[config.mk]
export PLATFORM = sky130hd
export DESIGN_NAME = iqs_top
export DESIGN_NICKNAME = d
export VERILOG_FILES = /design/src/include/iqs_pkg.sv /design/src/rtl/iqs_edge.sv /design/src/rtl/iqs_router.sv /design/src/rtl/iqs_top.sv
export SDC_FILE = /design/constraint.sdc
export NUM_CORES = 1
export LEC_CHECK = 0
export BUFFER_PORTS_ARGS = -buffer_cell sky130_fd_sc_hd__buf_4
export CORE_ASPECT_RATIO = 0.8
export CORE_UTILIZATION = 30
export DETAILED_ROUTE_END_ITERATION = 7
export GPL_ROUTABILITY_DRIVEN = 0
export MAX_ROUTING_LAYER = met4
export PLACE_DENSITY = 0.47
export SLEW_MARGIN = 30
export SYNTH_ARGS = -nofsm -noshare
export SYNTH_HDL_FRONTEND = slang
export SYNTH_HIERARCHICAL = 1
export SYNTH_SLANG_ARGS = --single-unit
[constraint.sdc]
create_clock -name mclk -period 3 [get_ports mclk]
set_clock_uncertainty 0.15 [all_clocks]
set_input_delay 0 -clock mclk [delete_from_list [all_inputs] [get_ports mclk]]
set_output_delay 0 -clock mclk [all_outputs]
set_load 0.03 [all_outputs]
[src/include/iqs_pkg.sv]
`default_nettype none
package iqs_pkg;
   // register offsets (byte addresses)
   localparam logic [7:0] IQS_OFF_QINDEX = 8'hE0;  // queue select and commit
   localparam logic [7:0] IQS_OFF_PRIO   = 8'hEC;  // staging priority mask
   localparam logic [7:0] IQS_OFF_STATUS = 8'hF0;  // status / acknowledge
   localparam logic [7:0] IQS_OFF_GLOBAL_INT_MASK_REG  = 8'hF4;  // global mask
   localparam logic [7:0] IQS_OFF_CTRL   = 8'hF8;  // direction control
   // status field positions
   localparam int IQS_BIT_OVF   = 31;
   localparam int IQS_BIT_LOCAL = 17;
   localparam int IQS_BIT_FIFO  = 16;
   localparam int IQS_NQ        = 9;   // queues 8..0
   localparam int IQS_HPQ       = 7;   // hardwired high-priority queue
   localparam int IQS_NCHQ      = 8;   // channel queues 0..7
   // queue index register fields
   localparam int IQS_BIT_COMMIT = 18;
   localparam int IQS_QSEL_W     = 4;
   // reset values
   localparam logic [31:0] IQS_GLOBAL_INT_MASK_REG_RST  = 32'hFFFF_FFFF;
   localparam logic [31:0] IQS_PRIO_RST   = 32'h0000_0000;
   localparam logic [31:0] IQS_STATUS_IMP = 32'h8003_01FF;  // implemented bits
   localparam logic [31:0] IQS_ZERO       = 32'h0000_0000;
endpackage
`default_nettype wire

[src/rtl/iqs_edge.sv]
`timescale 1ns/100ps
`default_nettype none
// registers the local pin level and flags its activating edge
module iqs_edge (
   input  wire logic mclk,
   input  wire logic sys_rst,
   input  wire logic level,
   output logic      rise
);
   typedef struct packed {
      logic prev;
   } iqs_edge_s;
   iqs_edge_s st, next_st;
   always_comb begin
      next_st = st;
      next_st.prev = level;
   end
   always_ff @(posedge mclk) begin
      if (sys_rst) st <= '0;
      else st <= next_st;
   end
   assign rise = level & ~st.prev;
endmodule
`default_nettype wire

[src/rtl/iqs_router.sv]
`timescale 1ns/100ps
`default_nettype none
// routes one channel vector to its own queue or to the high-priority queue
module iqs_router #(
   parameter int VW = 32
) (
   input  wire logic [VW-1:0] vec,
   input  wire logic [2:0]    chan_q,
   input  wire logic [VW-1:0] pmask,
   output logic      [3:0]    dest_q
);
   import iqs_pkg::*;
   // any covered bit forwards; otherwise regular queue (mixed vectors go high)
   always_comb begin
      if ((vec & pmask) != '0 && chan_q != 3'(IQS_HPQ)) begin
         dest_q = 4'(IQS_HPQ);
      end else begin
         dest_q = {1'b0, chan_q};
      end
   end
endmodule
`default_nettype wire

[src/rtl/iqs_top.sv]
// Strobed register access is this design's own decision.
`timescale 1ns/100ps
`default_nettype none
// Operation
// - channel vector goes to its queue 0-7
// - queue 7 is hardwired high-priority queue
// - stage mask, select queue, commit copies it
// - covered bit forwards vector to queue 7
// - uncovered-only vectors stay in regular queue
// - unmasked status bits drive host interrupt
// - overflow bit 31 sticky, write-one clears
// - local pin activation asserts host interrupt in input mode
// - bit 17 follows local pin in input mode, ignores writes
// - bit 16 fifo nonempty in both modes, interrupts in input mode only
// - queue bits 8-0 set on write, w1c
// - global mask resets to all ones
// - local mask bit 0 forwards, 1 blocks
// - fifo and overflow masks gate likewise
// - queue mask gates pin, not vectors
// - mask commit to queue 7 ignored
// - direction 0 output, 1 input
module iqs_top #(
   parameter int VW = 32
) (
   input  wire logic          mclk,
   input  wire logic          sys_rst,
   input  wire logic [7:0]    reg_addr,
   input  wire logic [31:0]   reg_wdata,
   input  wire logic          reg_wr,
   input  wire logic          reg_rd,
   output logic      [31:0]   reg_rdata,
   input  wire logic          vec_valid,
   input  wire logic [VW-1:0] vec_data,
   input  wire logic [2:0]    vec_chan,
   input  wire logic          cmd_vec_valid,
   input  wire logic          vec_lost,
   input  wire logic          fifo_nonempty,
   input  wire logic          local_int_n_in,
   output logic               local_int_dir_in,
   output logic               route_valid,
   output logic      [3:0]    route_queue,
   output logic      [VW-1:0] route_data,
   output logic               host_int_n
);
   import iqs_pkg::*;

   // state of the block, except the pin edge register kept in u_edge
   typedef struct packed {
      logic [31:0]             prio;
      logic [31:0]             global_int_mask_reg;
      logic [IQS_QSEL_W-1:0]   qsel;
      logic                    dir;
      logic                    ovf;
      logic [IQS_NQ-1:0]       qflag;
      logic [IQS_NCHQ-2:0][VW-1:0] qmask;  // masks of queues 0..6
      logic [31:0]             rdata;
      logic                    rvalid;
      logic [3:0]              rq;
      logic [VW-1:0]           rdat;
   } iqs_s;

   iqs_s st, next_st;
   logic [3:0]  dest_q;       // router answer
   logic        local_rise;   // activating edge of local pin
   logic        local_act;    // local pin asserted (active low)
   logic [31:0] status;       // assembled status word
   logic [31:0] pending;      // unmasked status bits
   logic        wr_stat;

   // write-one-clear decode, used for several flag groups
   function automatic logic w1c(input logic wr, input logic bitv);
      return wr & bitv;
   endfunction

   // mask of the vector's own channel; queue 7 has none
   logic [VW-1:0] cur_mask;
   always_comb begin
      cur_mask = '0;
      if (vec_chan != 3'(IQS_HPQ)) cur_mask = st.qmask[vec_chan];
   end

   iqs_router #(.VW(VW)) u_router (
      .vec    (vec_data),
      .chan_q (vec_chan),
      .pmask  (cur_mask),
      .dest_q (dest_q)
   );

   assign local_act = ~local_int_n_in;

   iqs_edge u_edge (
      .mclk    (mclk),
      .sys_rst (sys_rst),
      .level   (local_act),
      .rise    (local_rise)
   );

   // status word: reserved bits stay zero
   always_comb begin
      status = IQS_ZERO;
      status[IQS_BIT_OVF] = st.ovf;
      status[IQS_BIT_LOCAL] = st.dir & local_act;
      status[IQS_BIT_FIFO] = fifo_nonempty;
      status[IQS_NQ-1:0] = st.qflag;
   end

   // mask gates only the pin; flags still set
   always_comb begin
      pending = status & ~st.global_int_mask_reg & IQS_STATUS_IMP;
      pending[IQS_BIT_FIFO] = status[IQS_BIT_FIFO] & st.dir & ~st.global_int_mask_reg[IQS_BIT_FIFO];
   end

   // edge asserts the pin at once, level keeps it
   assign host_int_n = ~((|pending) |
      (local_rise & st.dir & ~st.global_int_mask_reg[IQS_BIT_LOCAL]));

   assign wr_stat = reg_wr && reg_addr == IQS_OFF_STATUS;

   // next state
   always_comb begin
      next_st = st;
      next_st.rvalid = vec_valid;
      if (vec_valid) begin
         next_st.rq = dest_q;
         next_st.rdat = vec_data;
      end
      // register writes
      if (reg_wr) begin
         case (reg_addr)
            IQS_OFF_PRIO: next_st.prio = reg_wdata;
            IQS_OFF_GLOBAL_INT_MASK_REG: next_st.global_int_mask_reg = reg_wdata;
            IQS_OFF_CTRL: next_st.dir = reg_wdata[0];
            IQS_OFF_QINDEX: begin
               next_st.qsel = reg_wdata[IQS_QSEL_W-1:0];
               // commit staged mask; queue 7 and 8 ignored
               if (reg_wdata[IQS_BIT_COMMIT] &&
                   reg_wdata[IQS_QSEL_W-1:0] < 4'(IQS_HPQ)) begin
                  next_st.qmask[reg_wdata[2:0]] = st.prio[VW-1:0];
               end
            end
            default: ;
         endcase
      end
      // clears first, sets after so that an event wins
      for (int i = 0; i < IQS_NQ; i++) begin
         if (w1c(wr_stat, reg_wdata[i])) next_st.qflag[i] = 1'b0;
      end
      if (w1c(wr_stat, reg_wdata[IQS_BIT_OVF])) next_st.ovf = 1'b0;
      if (vec_valid) next_st.qflag[dest_q] = 1'b1;
      if (cmd_vec_valid) next_st.qflag[IQS_NQ-1] = 1'b1;
      if (vec_lost) next_st.ovf = 1'b1;
      // read data, one cycle later
      next_st.rdata = IQS_ZERO;
      if (reg_rd) begin
         case (reg_addr)
            IQS_OFF_PRIO: next_st.rdata = st.prio;
            IQS_OFF_STATUS: next_st.rdata = status;
            IQS_OFF_GLOBAL_INT_MASK_REG: next_st.rdata = st.global_int_mask_reg;
            IQS_OFF_CTRL: next_st.rdata = {31'h0, st.dir};
            IQS_OFF_QINDEX: next_st.rdata = {28'h0, st.qsel};
            default: next_st.rdata = IQS_ZERO;
         endcase
      end
   end

   // register the state
   always_ff @(posedge mclk) begin
      if (sys_rst) begin
         st <= '0;
         st.global_int_mask_reg <= IQS_GLOBAL_INT_MASK_REG_RST;
         st.prio <= IQS_PRIO_RST;
      end else begin
         st <= next_st;
      end
   end

   assign reg_rdata = st.rdata;
   assign route_valid = st.rvalid;
   assign route_queue = st.rq;
   assign route_data = st.rdat;
   assign local_int_dir_in = st.dir;

   // checks
   AST_MASK_RESET: assert property (@(posedge mclk)
      $fell(sys_rst) |-> st.global_int_mask_reg == IQS_GLOBAL_INT_MASK_REG_RST) else $error("mask reset");
   AST_HP_ROUTE: assert property (@(posedge mclk) disable iff (sys_rst)
      vec_valid && (vec_data & cur_mask) != '0 |=> route_queue == 4'(IQS_HPQ))
      else $error("hp route");
   AST_REG_ROUTE: assert property (@(posedge mclk) disable iff (sys_rst)
      vec_valid && (vec_data & cur_mask) == '0 |=> route_queue == {1'b0, $past(vec_chan)})
      else $error("regular route");
   AST_OVF_STICK: assert property (@(posedge mclk) disable iff (sys_rst)
      st.ovf && !(wr_stat && reg_wdata[IQS_BIT_OVF]) |=> st.ovf) else $error("ovf");
   AST_QFLAG_SET: assert property (@(posedge mclk) disable iff (sys_rst)
      vec_valid |=> st.qflag[route_queue]) else $error("qflag");
   AST_PIN: assert property (@(posedge mclk) disable iff (sys_rst)
      (|pending) |-> !host_int_n) else $error("pin");
   AST_MASKED_QUIET: assert property (@(posedge mclk) disable iff (sys_rst)
      st.global_int_mask_reg == IQS_GLOBAL_INT_MASK_REG_RST |-> host_int_n) else $error("masked");
   AST_COMMIT: assert property (@(posedge mclk) disable iff (sys_rst)
      reg_wr && reg_addr == IQS_OFF_QINDEX && reg_wdata[IQS_BIT_COMMIT]
      && reg_wdata[3:0] < 4'(IQS_HPQ)
      |=> st.qmask[$past(reg_wdata[2:0])] == $past(st.prio[VW-1:0])) else $error("commit");
   AST_LOCAL_RO: assert property (@(posedge mclk) disable iff (sys_rst)
      status[IQS_BIT_LOCAL] |-> st.dir && !local_int_n_in) else $error("local");
   COV_HP: cover property (@(posedge mclk) route_valid && route_queue == 4'(IQS_HPQ));
   COV_INT: cover property (@(posedge mclk) !host_int_n);
   COV_OVF: cover property (@(posedge mclk) st.ovf);
   COV_LOCAL_EDGE: cover property (@(posedge mclk) local_rise && st.dir);
   COV_COMMIT: cover property (@(posedge mclk)
      reg_wr && reg_addr == IQS_OFF_QINDEX && reg_wdata[IQS_BIT_COMMIT]);

   // pin side: the edge cycle and the level cycles are watched apart,
   // although status bit 17 is not registered and follows the pin at once,
   // so it pulls the pin low in the edge cycle together with the edge term
   AST_LOCAL_EDGE: assert property (@(posedge mclk) disable iff (sys_rst)
      local_rise && st.dir && !st.global_int_mask_reg[IQS_BIT_LOCAL] |-> !host_int_n)
      else $error("local edge");
   AST_FIFO_GATE: assert property (@(posedge mclk) disable iff (sys_rst)
      fifo_nonempty && st.dir && !st.global_int_mask_reg[IQS_BIT_FIFO] |-> !host_int_n)
      else $error("fifo gate");
   AST_LOCAL_BLOCK: assert property (@(posedge mclk) disable iff (sys_rst)
      st.global_int_mask_reg[IQS_BIT_LOCAL] && pending == IQS_ZERO |-> host_int_n)
      else $error("local block");
   AST_FIFO_OUT_MODE: assert property (@(posedge mclk) disable iff (sys_rst)
      !st.dir && pending == IQS_ZERO |-> host_int_n)
      else $error("fifo out mode");

   // flag side: set and clear of the sticky bits
   AST_OVF_SET: assert property (@(posedge mclk) disable iff (sys_rst)
      vec_lost |=> st.ovf) else $error("ovf set");
   AST_QFLAG_CLR: assert property (@(posedge mclk) disable iff (sys_rst)
      wr_stat && reg_wdata[0] && !vec_valid && !cmd_vec_valid |=> !st.qflag[0])
      else $error("qflag clear");
   AST_W0_HOLD: assert property (@(posedge mclk) disable iff (sys_rst)
      wr_stat && !reg_wdata[0] && st.qflag[0] |=> st.qflag[0])
      else $error("zero write");
   AST_CMD_QUEUE: assert property (@(posedge mclk) disable iff (sys_rst)
      cmd_vec_valid |=> st.qflag[IQS_NQ-1]) else $error("cmd queue");

   // register side: read port and configuration writes
   AST_RSVD_ZERO: assert property (@(posedge mclk) disable iff (sys_rst)
      reg_rd && reg_addr == IQS_OFF_STATUS |=> (reg_rdata & ~IQS_STATUS_IMP) == IQS_ZERO)
      else $error("reserved");
   AST_RDATA_IDLE: assert property (@(posedge mclk) disable iff (sys_rst)
      !reg_rd |=> reg_rdata == IQS_ZERO) else $error("rdata idle");
   AST_HP_NOMASK: assert property (@(posedge mclk) disable iff (sys_rst)
      reg_wr && reg_addr == IQS_OFF_QINDEX && reg_wdata[3:0] >= 4'(IQS_HPQ)
      |=> st.qmask == $past(st.qmask)) else $error("hp mask");
   AST_DIR: assert property (@(posedge mclk) disable iff (sys_rst)
      reg_wr && reg_addr == IQS_OFF_CTRL |=> local_int_dir_in == $past(reg_wdata[0]))
      else $error("direction");
endmodule
`default_nettype wire

* After elaboration in Yosys (flattened, before gate mapping) *
Index checks and enable logic that the tools add are counted.

word-level totals
  input bits = 84
  word-level logic and storage cells = 94
  register bits = 373
  output and inout bits = 71

cells by class
  reductions and logical operators = 14
  bitwise gates (word level) = 27
  equality and inequality tests = 6
  multiplexer cells = 23
  magnitude comparators = 6

operators by type and width
  cell                number
  $bwmux 224          1
  $pmux 32 s5         1
  $bmux 32 s3         1
  $demux 32 s3        1
  $mux 32             3
  $and 32x32->32      2
  $eq 8x8->1 const B  5
  $not 32->32         1
  $reduce_bool 32->1  1
  $and 1x1->1         16
  $mux 1              13
  $reduce_or 12->1    1
  $mux 9              1
  $or 9x9->9          1
  $lt 3x4->1 const B  2
  $reduce_and 2->1    4
  $not 1->1           6
  $logic_and 1x1->1   5
  $lt 4x5->1 const B  1
  $demux 1 s4         1
  $ge 4x1->1 const B  1
  $lt 4x3->1 const B  1
  $ge 3x1->1 const B  1
  $mux 3              1
  other kinds (5)     5

* Depth between registers and ports, before layout *
  word-level depth = 14
  mapped depth = 15
  depth with buffers taken out = 12

* Modules after synthesis *
The synthesis kept the hierarchy.

modules (own cells, without submodules)
  module      sequential area each (um2)  instances  cells an instance  area each (um2)
  iqs_top     7447.1                      1          1900               16153.0
  iqs_router  0.0                         1          26                 192.7
  iqs_edge    20.0                        1          3                  47.5

* Worst setup path before layout *
OpenSTA, ideal clock, no wires.

  path kind = input to register
  from = input vec_chan[1]
  to = register st[293] in the netlist's numbering
  data required time = 2.780 ns
  setup slack = 0.031 ns
  library setup time = 0.070 ns
  arrival time = 2.749 ns
  buffers on the path = 3
  cell stages on the path = 13
  cells stage by stage = buf_2 > buf_2 > buf_1 > mux4_2 > mux2_2 > a22oi_1 > nand4_1 > nor4_2 > nand2b_1 > nor2b_1 > nor2b_1 > nand2_1 > a21oi_1

on the way
  cells in the longest elaborated chain, start to end = 13
  elaborated cells between the ends (all ways) = 15
  classes of those cells = order compare (2); eq/ne (1); mux (7); bitwise (2); reduce/logical (3)

RTL lines
  what                                                            line              text
  start, declared                                                 iqs_top.sv:34     input wire logic [2:0] vec_chan,
  $bmux 32 s3                                                     iqs_top.sv:79     if (vec_chan != 3'(IQS_HPQ)) cur_mask = st.qmask[vec_chan];
  $mux 32 (implied by the code)                                   iqs_top.sv:79
  $mux 32 (*)                                                     iqs_top.sv:79
  net cur_mask[11]                                                iqs_top.sv:76     logic [VW-1:0] cur_mask;
  $and 32x32->32 (*)                                              iqs_router.sv:15  if ((vec & pmask) != '0 && chan_q != 3'(IQS_HPQ)) begin
  $reduce_bool 32->1 (*)                                          iqs_router.sv:15
  $logic_and 1x1->1 (*)                                           iqs_router.sv:15
  $mux 3 (*)                                                      iqs_router.sv:15
  net dest_q[0]                                                   iqs_top.sv:63     logic [3:0] dest_q;
  $lt 4x5->1 (implied by the code) or $ge 4x1->1 (tied branches)  iqs_top.sv:149    if (vec_valid) next_st.qflag[dest_q] = 1'b1;
  $logic_and 1x1->1 (implied by the code)                         iqs_top.sv:149
  $mux 1 (implied by the code)                                    iqs_top.sv:149
  $demux 1 s4 (*)                                                 iqs_top.sv:149
  $or 9x9->9 (no line) (*)                                        --
  $mux 9 (*)                                                      iqs_top.sv:149
  end signal, assigned                                            iqs_top.sv:173    st <= next_st;
  end, declared                                                   iqs_top.sv:62     iqs_s st, next_st;

Mark *: on every way through the listed nets, which the timed path passes. The rest lies on a longest branch. The select of a mux whose other input is x is not followed.
A chain may end at the register's enable or synchronous reset.

* Final worst setup path *
  from = register st[168] in the netlist's numbering
  to = register st[297] in the netlist's numbering

on the way
  cells in the longest elaborated chain, start to end = 13
  elaborated cells between the ends (all ways) = 14
  classes of those cells = order compare (2); mux (7); bitwise (2); reduce/logical (3)

RTL lines
  what                                                            line
  $bmux 32 s3 (*)                                                 iqs_top.sv:79
  $mux 32 (implied by the code) (*)                               iqs_top.sv:79
  $mux 32 (*)                                                     iqs_top.sv:79
  net cur_mask[3]                                                 iqs_top.sv:76
  $and 32x32->32 (*)                                              iqs_router.sv:15
  $reduce_bool 32->1 (*)                                          iqs_router.sv:15
  $logic_and 1x1->1 (*)                                           iqs_router.sv:15
  $mux 3 (*)                                                      iqs_router.sv:15
  net dest_q[2]                                                   iqs_top.sv:63
  $lt 4x5->1 (implied by the code) or $ge 4x1->1 (tied branches)  iqs_top.sv:149
  $logic_and 1x1->1 (implied by the code)                         iqs_top.sv:149
  $mux 1 (implied by the code)                                    iqs_top.sv:149
  $demux 1 s4 (*)                                                 iqs_top.sv:149
  $or 9x9->9 (no line) (*)                                        --
  $mux 9 (*)                                                      iqs_top.sv:149

Marked as above.

==> results.md <==
- The run finished with clean final reports.
- The buffer and inverter count on the worst path is 2.
- In the global route stage, met1 resource usage came out at 0.2565.
- The arrival time of data at the critical path endpoint is around 3200 ps.
- Across all register-to-register paths, the minimum setup slack is 110 ps.
- The library cell used most frequently in the layout, excluding fill and tap cells, is sky130_fd_sc_hd__nand2_1.
- The average wire length per cell after detail routing is 19.48 um.
- The global-route total usage across every layer is 0.2022.
- Among all flip-flop cells after synthesis, the most frequent one is sky130_fd_sc_hd__dfxtp_1.
- The via count of the first global-routing pass is 13,850.
- Global routing finished with a remaining overflow of 0.
- Clock tree synthesis inserted a total of 42 buffers.
- The fmax is 346.4 MHz.
- For this block, the via count after detailed routing is 14,070.
- After clock tree synthesis, the clock-pin slew on the worst setup and hold paths is 60 ps.
- The estimated wirelength of the detail-placed design is about 34,000 um.
- 155 I/O pins were placed.
- The initial standard-cell utilization of the core is 0.3040.
- The core footprint is 0.05392 mm2.
- On the worst path, the slowest cell contributes a delay of around 470 ps.
- The share of synthesized area in the top cell type comes to 0.4555.
- The initial antenna violation count is 0.
- The detailed-routing iteration count for the pre-antenna-repair pass is 5.
- The repair_antennas step left the layout with diodes totalling 0.
- Measured against its own limit, the worst slew margin works out to 0.5014.
- Once detail routing completed, the nets flagged for antenna violations numbered 0.
- The power share of the sequential group is 0.452.
- At the placement stage, the worst setup path has a slack of -391.5 ps.
- The critical path goes through mux4_2 > mux2_4 > a22oi_2 > nand4_1 > nor4_4 > buf_4 > buf_4 > nand2b_4 > nor3b_2 > a32o_1.
- The mean cell area of the mapped netlist is between 8 and 9 um2.
- The pin count of the biggest net entering global routing is roughly 210.
- For this design the total switching power over the nets is 2.559 mW.
- Of the available clock period, the critical path in the final layout requires 0.9622.
- The net count after synthesis is 2,013.
- In the layout the commonest cells are sky130_fd_sc_hd__nand2_1 (562), sky130_fd_sc_hd__dfxtp_1 (373), sky130_fd_sc_hd__a21oi_1 (237).
- The cell repeated most along the worst path is sky130_fd_sc_hd__buf_4.
- The number of pins exceeding their max-slew limit in the final report came to 0.
- The global-route wire length before repair is 84,260 um.
- The top cell family by delay on the critical path is simple AND/OR/NAND/NOR gates.
- The data required time at the worst endpoint is approximately 3300 ps.
- The timing startpoint of the critical path is st[168]$_SDFFE_PP0P_.
- Yosys printed 6 warnings.
- The vertical die dimension is 211.1 um.
- For the worst-skew pair, the clock arrives at the later sink with an insertion delay of about 570 ps.
- The endpoint identified for the worst register-to-register timing path is st[297]$_SDFF_PP0_.
- The cell area after synthesis is 0.01639 mm2.
- In this run the horizontal extent of the chip is approximately 260 um.
- Synthesis handed over a netlist of between 1,500 and 2,000 instances.
- The final total negative setup slack is 0 ps.
- In the routed layout, each cell is associated on average with a via count of 4.979.
- At the pin with the least slew margin, the transition time is 747.9 ps.
- The DRC marker count from the first detailed-route iteration is 937.
- The total count of hold-check failures in the final report was 0.
- In this run the number of H-tree levels came out at 2.
- For this run, global-route usage on met3 was measured as 0.02635.
- The internal portion of the total power is 8.541 mW.
- The post-synthesis register bit count is 373.
- Wires add up to 55,030 um.
- The layout has ~5,400 filler cells.
- The end-of-flow core utilization is 0.3826.
- The number of setup violations in the final report is 0.
- The global routing stage identified its most utilized layer as met2.
- The share of total power dissipated in combinational logic is 0.069.
- For this run, the register share of the synthesized area comes to 0.4555.
- Of the total power, the clock network draws 0.479.
- The number of max-cap violations is 0.
- The ratio of cells with drive above 1 in the final layout is 0.2063.
- The count of port buffers added during placement is 154.
- The clock passes through at most 3 buffers.
- The CTS sink count is 373.
- The master cell of the clock root buffer is sky130_fd_sc_hd__clkbuf_16.
- The master of the slowest instance on the critical path is sky130_fd_sc_hd__mux4_2.
- The kind of launch point of the worst setup path is a flip-flop.
- The type of the worst min-delay path is in2reg.
- In the post-synthesis netlist, the biggest area contributors are sky130_fd_sc_hd__dfxtp_1 (46%), sky130_fd_sc_hd__nand2_1 (13%), sky130_fd_sc_hd__a21oi_1 (7.2%).
- The post-synthesis to final-layout area growth is 25.82%.
- The static leakage is 7.277 nW.
- Of the total power, the share spent switching nets is 0.2305.
- The count of unresolved DRC violations after routing is 0.
- The startpoint of the worst-slack reg-to-reg timing path is st[168]$_SDFFE_PP0P_.
- The CTS tree is yes.
- The fraction of met2 tracks used by global routing is 0.3335.
- The worst setup path is captured at a flip-flop.
- Across all setup checks in the final design, the least slack found is between 100 and 150 ps.
- The number of cells on the worst reg-to-reg path is 10.
- The die covers 0.05559 mm2.
- The most critical setup path has its endpoint at st[297]$_SDFF_PP0_.
- The largest fanout of any net on the critical path is 5.
- The power density over the cells is 538.1 mW/mm2.
- The total number of placement rows is 76.
- Setup repair after global routing could not meet its margin everywhere.
- The biggest area contributor in the post-synthesis netlist is sky130_fd_sc_hd__dfxtp_1.
- The total number of nets in the final design is about 2,200.
- The kind of critical path is reg2reg.
- After synthesis, the netlist uses 59 different library cells.
- Across the VDD grid, the largest voltage drop is around 0.34 mV.
- After synthesis, the share of flip-flops with an asynchronous set or reset is 0.
- The number of enable-type register cells in the synthesized netlist is 0.
- The critical path depth in cells is 10.
- The final period demand of the worst path is 2887 ps.
## worst min-delay path, delay by kind of cell
kind / cells / cell delay [ps]
buffers and inverters: 1 / 130
AOI/OAI and AO/OA: 1 / 60
and+or+nand+nor: 3 / 520
## how the worst min path moves through the flow
stage	to	cells after the start	startpoint
after global placement	st[302]$_SDFFE_PP0P_	2	vec_lost
after CTS	reg_rdata[1]$_SDFF_PP0_	5	reg_addr[6]
after detailed placement	st[302]$_SDFFE_PP0P_	2	vec_lost
after floorplan	u_edge/st$_SDFF_PP0_	1	sys_rst
after global routing	st[294]$_SDFF_PP0_	5	reg_wr
final	st[294]$_SDFF_PP0_	5	reg_wr
## cell usage after synthesis, types with 5 or more instances
cell and n:
sky130_fd_sc_hd__mux4_2 32, sky130_fd_sc_hd__nor4_4 6, sky130_fd_sc_hd__a32o_1 6, sky130_fd_sc_hd__mux2i_1 73, sky130_fd_sc_hd__inv_1 11, sky130_fd_sc_hd__nor2b_1 9, sky130_fd_sc_hd__a22oi_1 44, sky130_fd_sc_hd__a22o_1 5
sky130_fd_sc_hd__a21oi_1 237, sky130_fd_sc_hd__buf_6 10, sky130_fd_sc_hd__clkbuf_1 99, sky130_fd_sc_hd__a21oi_2 62, sky130_fd_sc_hd__mux2_2 32, sky130_fd_sc_hd__buf_4 82, sky130_fd_sc_hd__buf_2 43, sky130_fd_sc_hd__nand4_1 13
sky130_fd_sc_hd__o21ai_0 32, sky130_fd_sc_hd__nand2b_1 5, sky130_fd_sc_hd__nor2_1 102, sky130_fd_sc_hd__dfxtp_1 373, sky130_fd_sc_hd__nor3_1 33, sky130_fd_sc_hd__nand2_1 562
## kinds of logic after synthesis
| family | synth area share |
|---|---|
| flops | 0.4555 |
| other cells | 0.0002288 |
| compound gates | 0.1508 |
| buf+inv | 0.08388 |
| simple gates | 0.1991 |
| mux | 0.1105 |
## what timing repair did
item / in CTS / in global routing
buffers inserted: 0 / 1
pin swaps: 0 / 5
resized for setup: 1 / 13
endpoints found under the hold margin: 139 / 0
setup endpoints to repair: 5 / 12
hold buffers: 144 / 0
## power by group through the flow
stage	logic (mW)	clock network, mW	registers [mW]
floorplan	0.368	0	5.11
global placement	0.619	0	5.12
detailed placement	0.622	0	5.12
CTS	0.762	5.44	5.01
global route	0.818	5.65	5.01
finish	0.770	5.32	5.01
## metal layers
layer  wire, um  share of wire  vias up
met5          0              0        -
met4       1357          0.025        0
met3       2433          0.044       85
met2      26700           0.49      328
met1      24540           0.45     6880
li1           -              -     6773
## area by class of cell
| type | instances | area, um2 | share of cell area |
|---|---|---|---|
| clock inverters | 3 | 42.54 | 0.002062 |
| multi-input cells | 1306 | 7645 | 0.3706 |
| well taps | 702 | 878.3 | 0.04258 |
| repair buffers | 359 | 3168 | 0.1536 |
| flip-flops and latches | 373 | 7467 | 0.3620 |
| inverters | 12 | 45.04 | 0.002184 |
| clock buffers | 70 | 1380 | 0.06691 |
## sequential cells by signal (all words and copies together) (netlist names)
| name | count |
|---|---|
| st | 302 |
| reg_rdata | 32 |
| route_data | 32 |
| route_queue | 4 |
| local_int_dir_in | 1 |
| route_valid | 1 |
| u_edge/st | 1 |
## through the flow
stage / hold slack [ps] / area, um2 / total power, mW / cells
after floorplan: -85.72 / 16390 / 5.481 / 1929
after global placement: 74.72 / 17670 / 5.740 / 2607
after detailed placement: 80.02 / 17670 / 5.743 / 2607
after CTS: 12.49 / 20540 / 11.21 / 2824
after global routing: 82.72 / 20630 / 11.48 / 2825
final: 38.45 / 20630 / 11.10 / 2825
(Power assumes the default switching activity.)
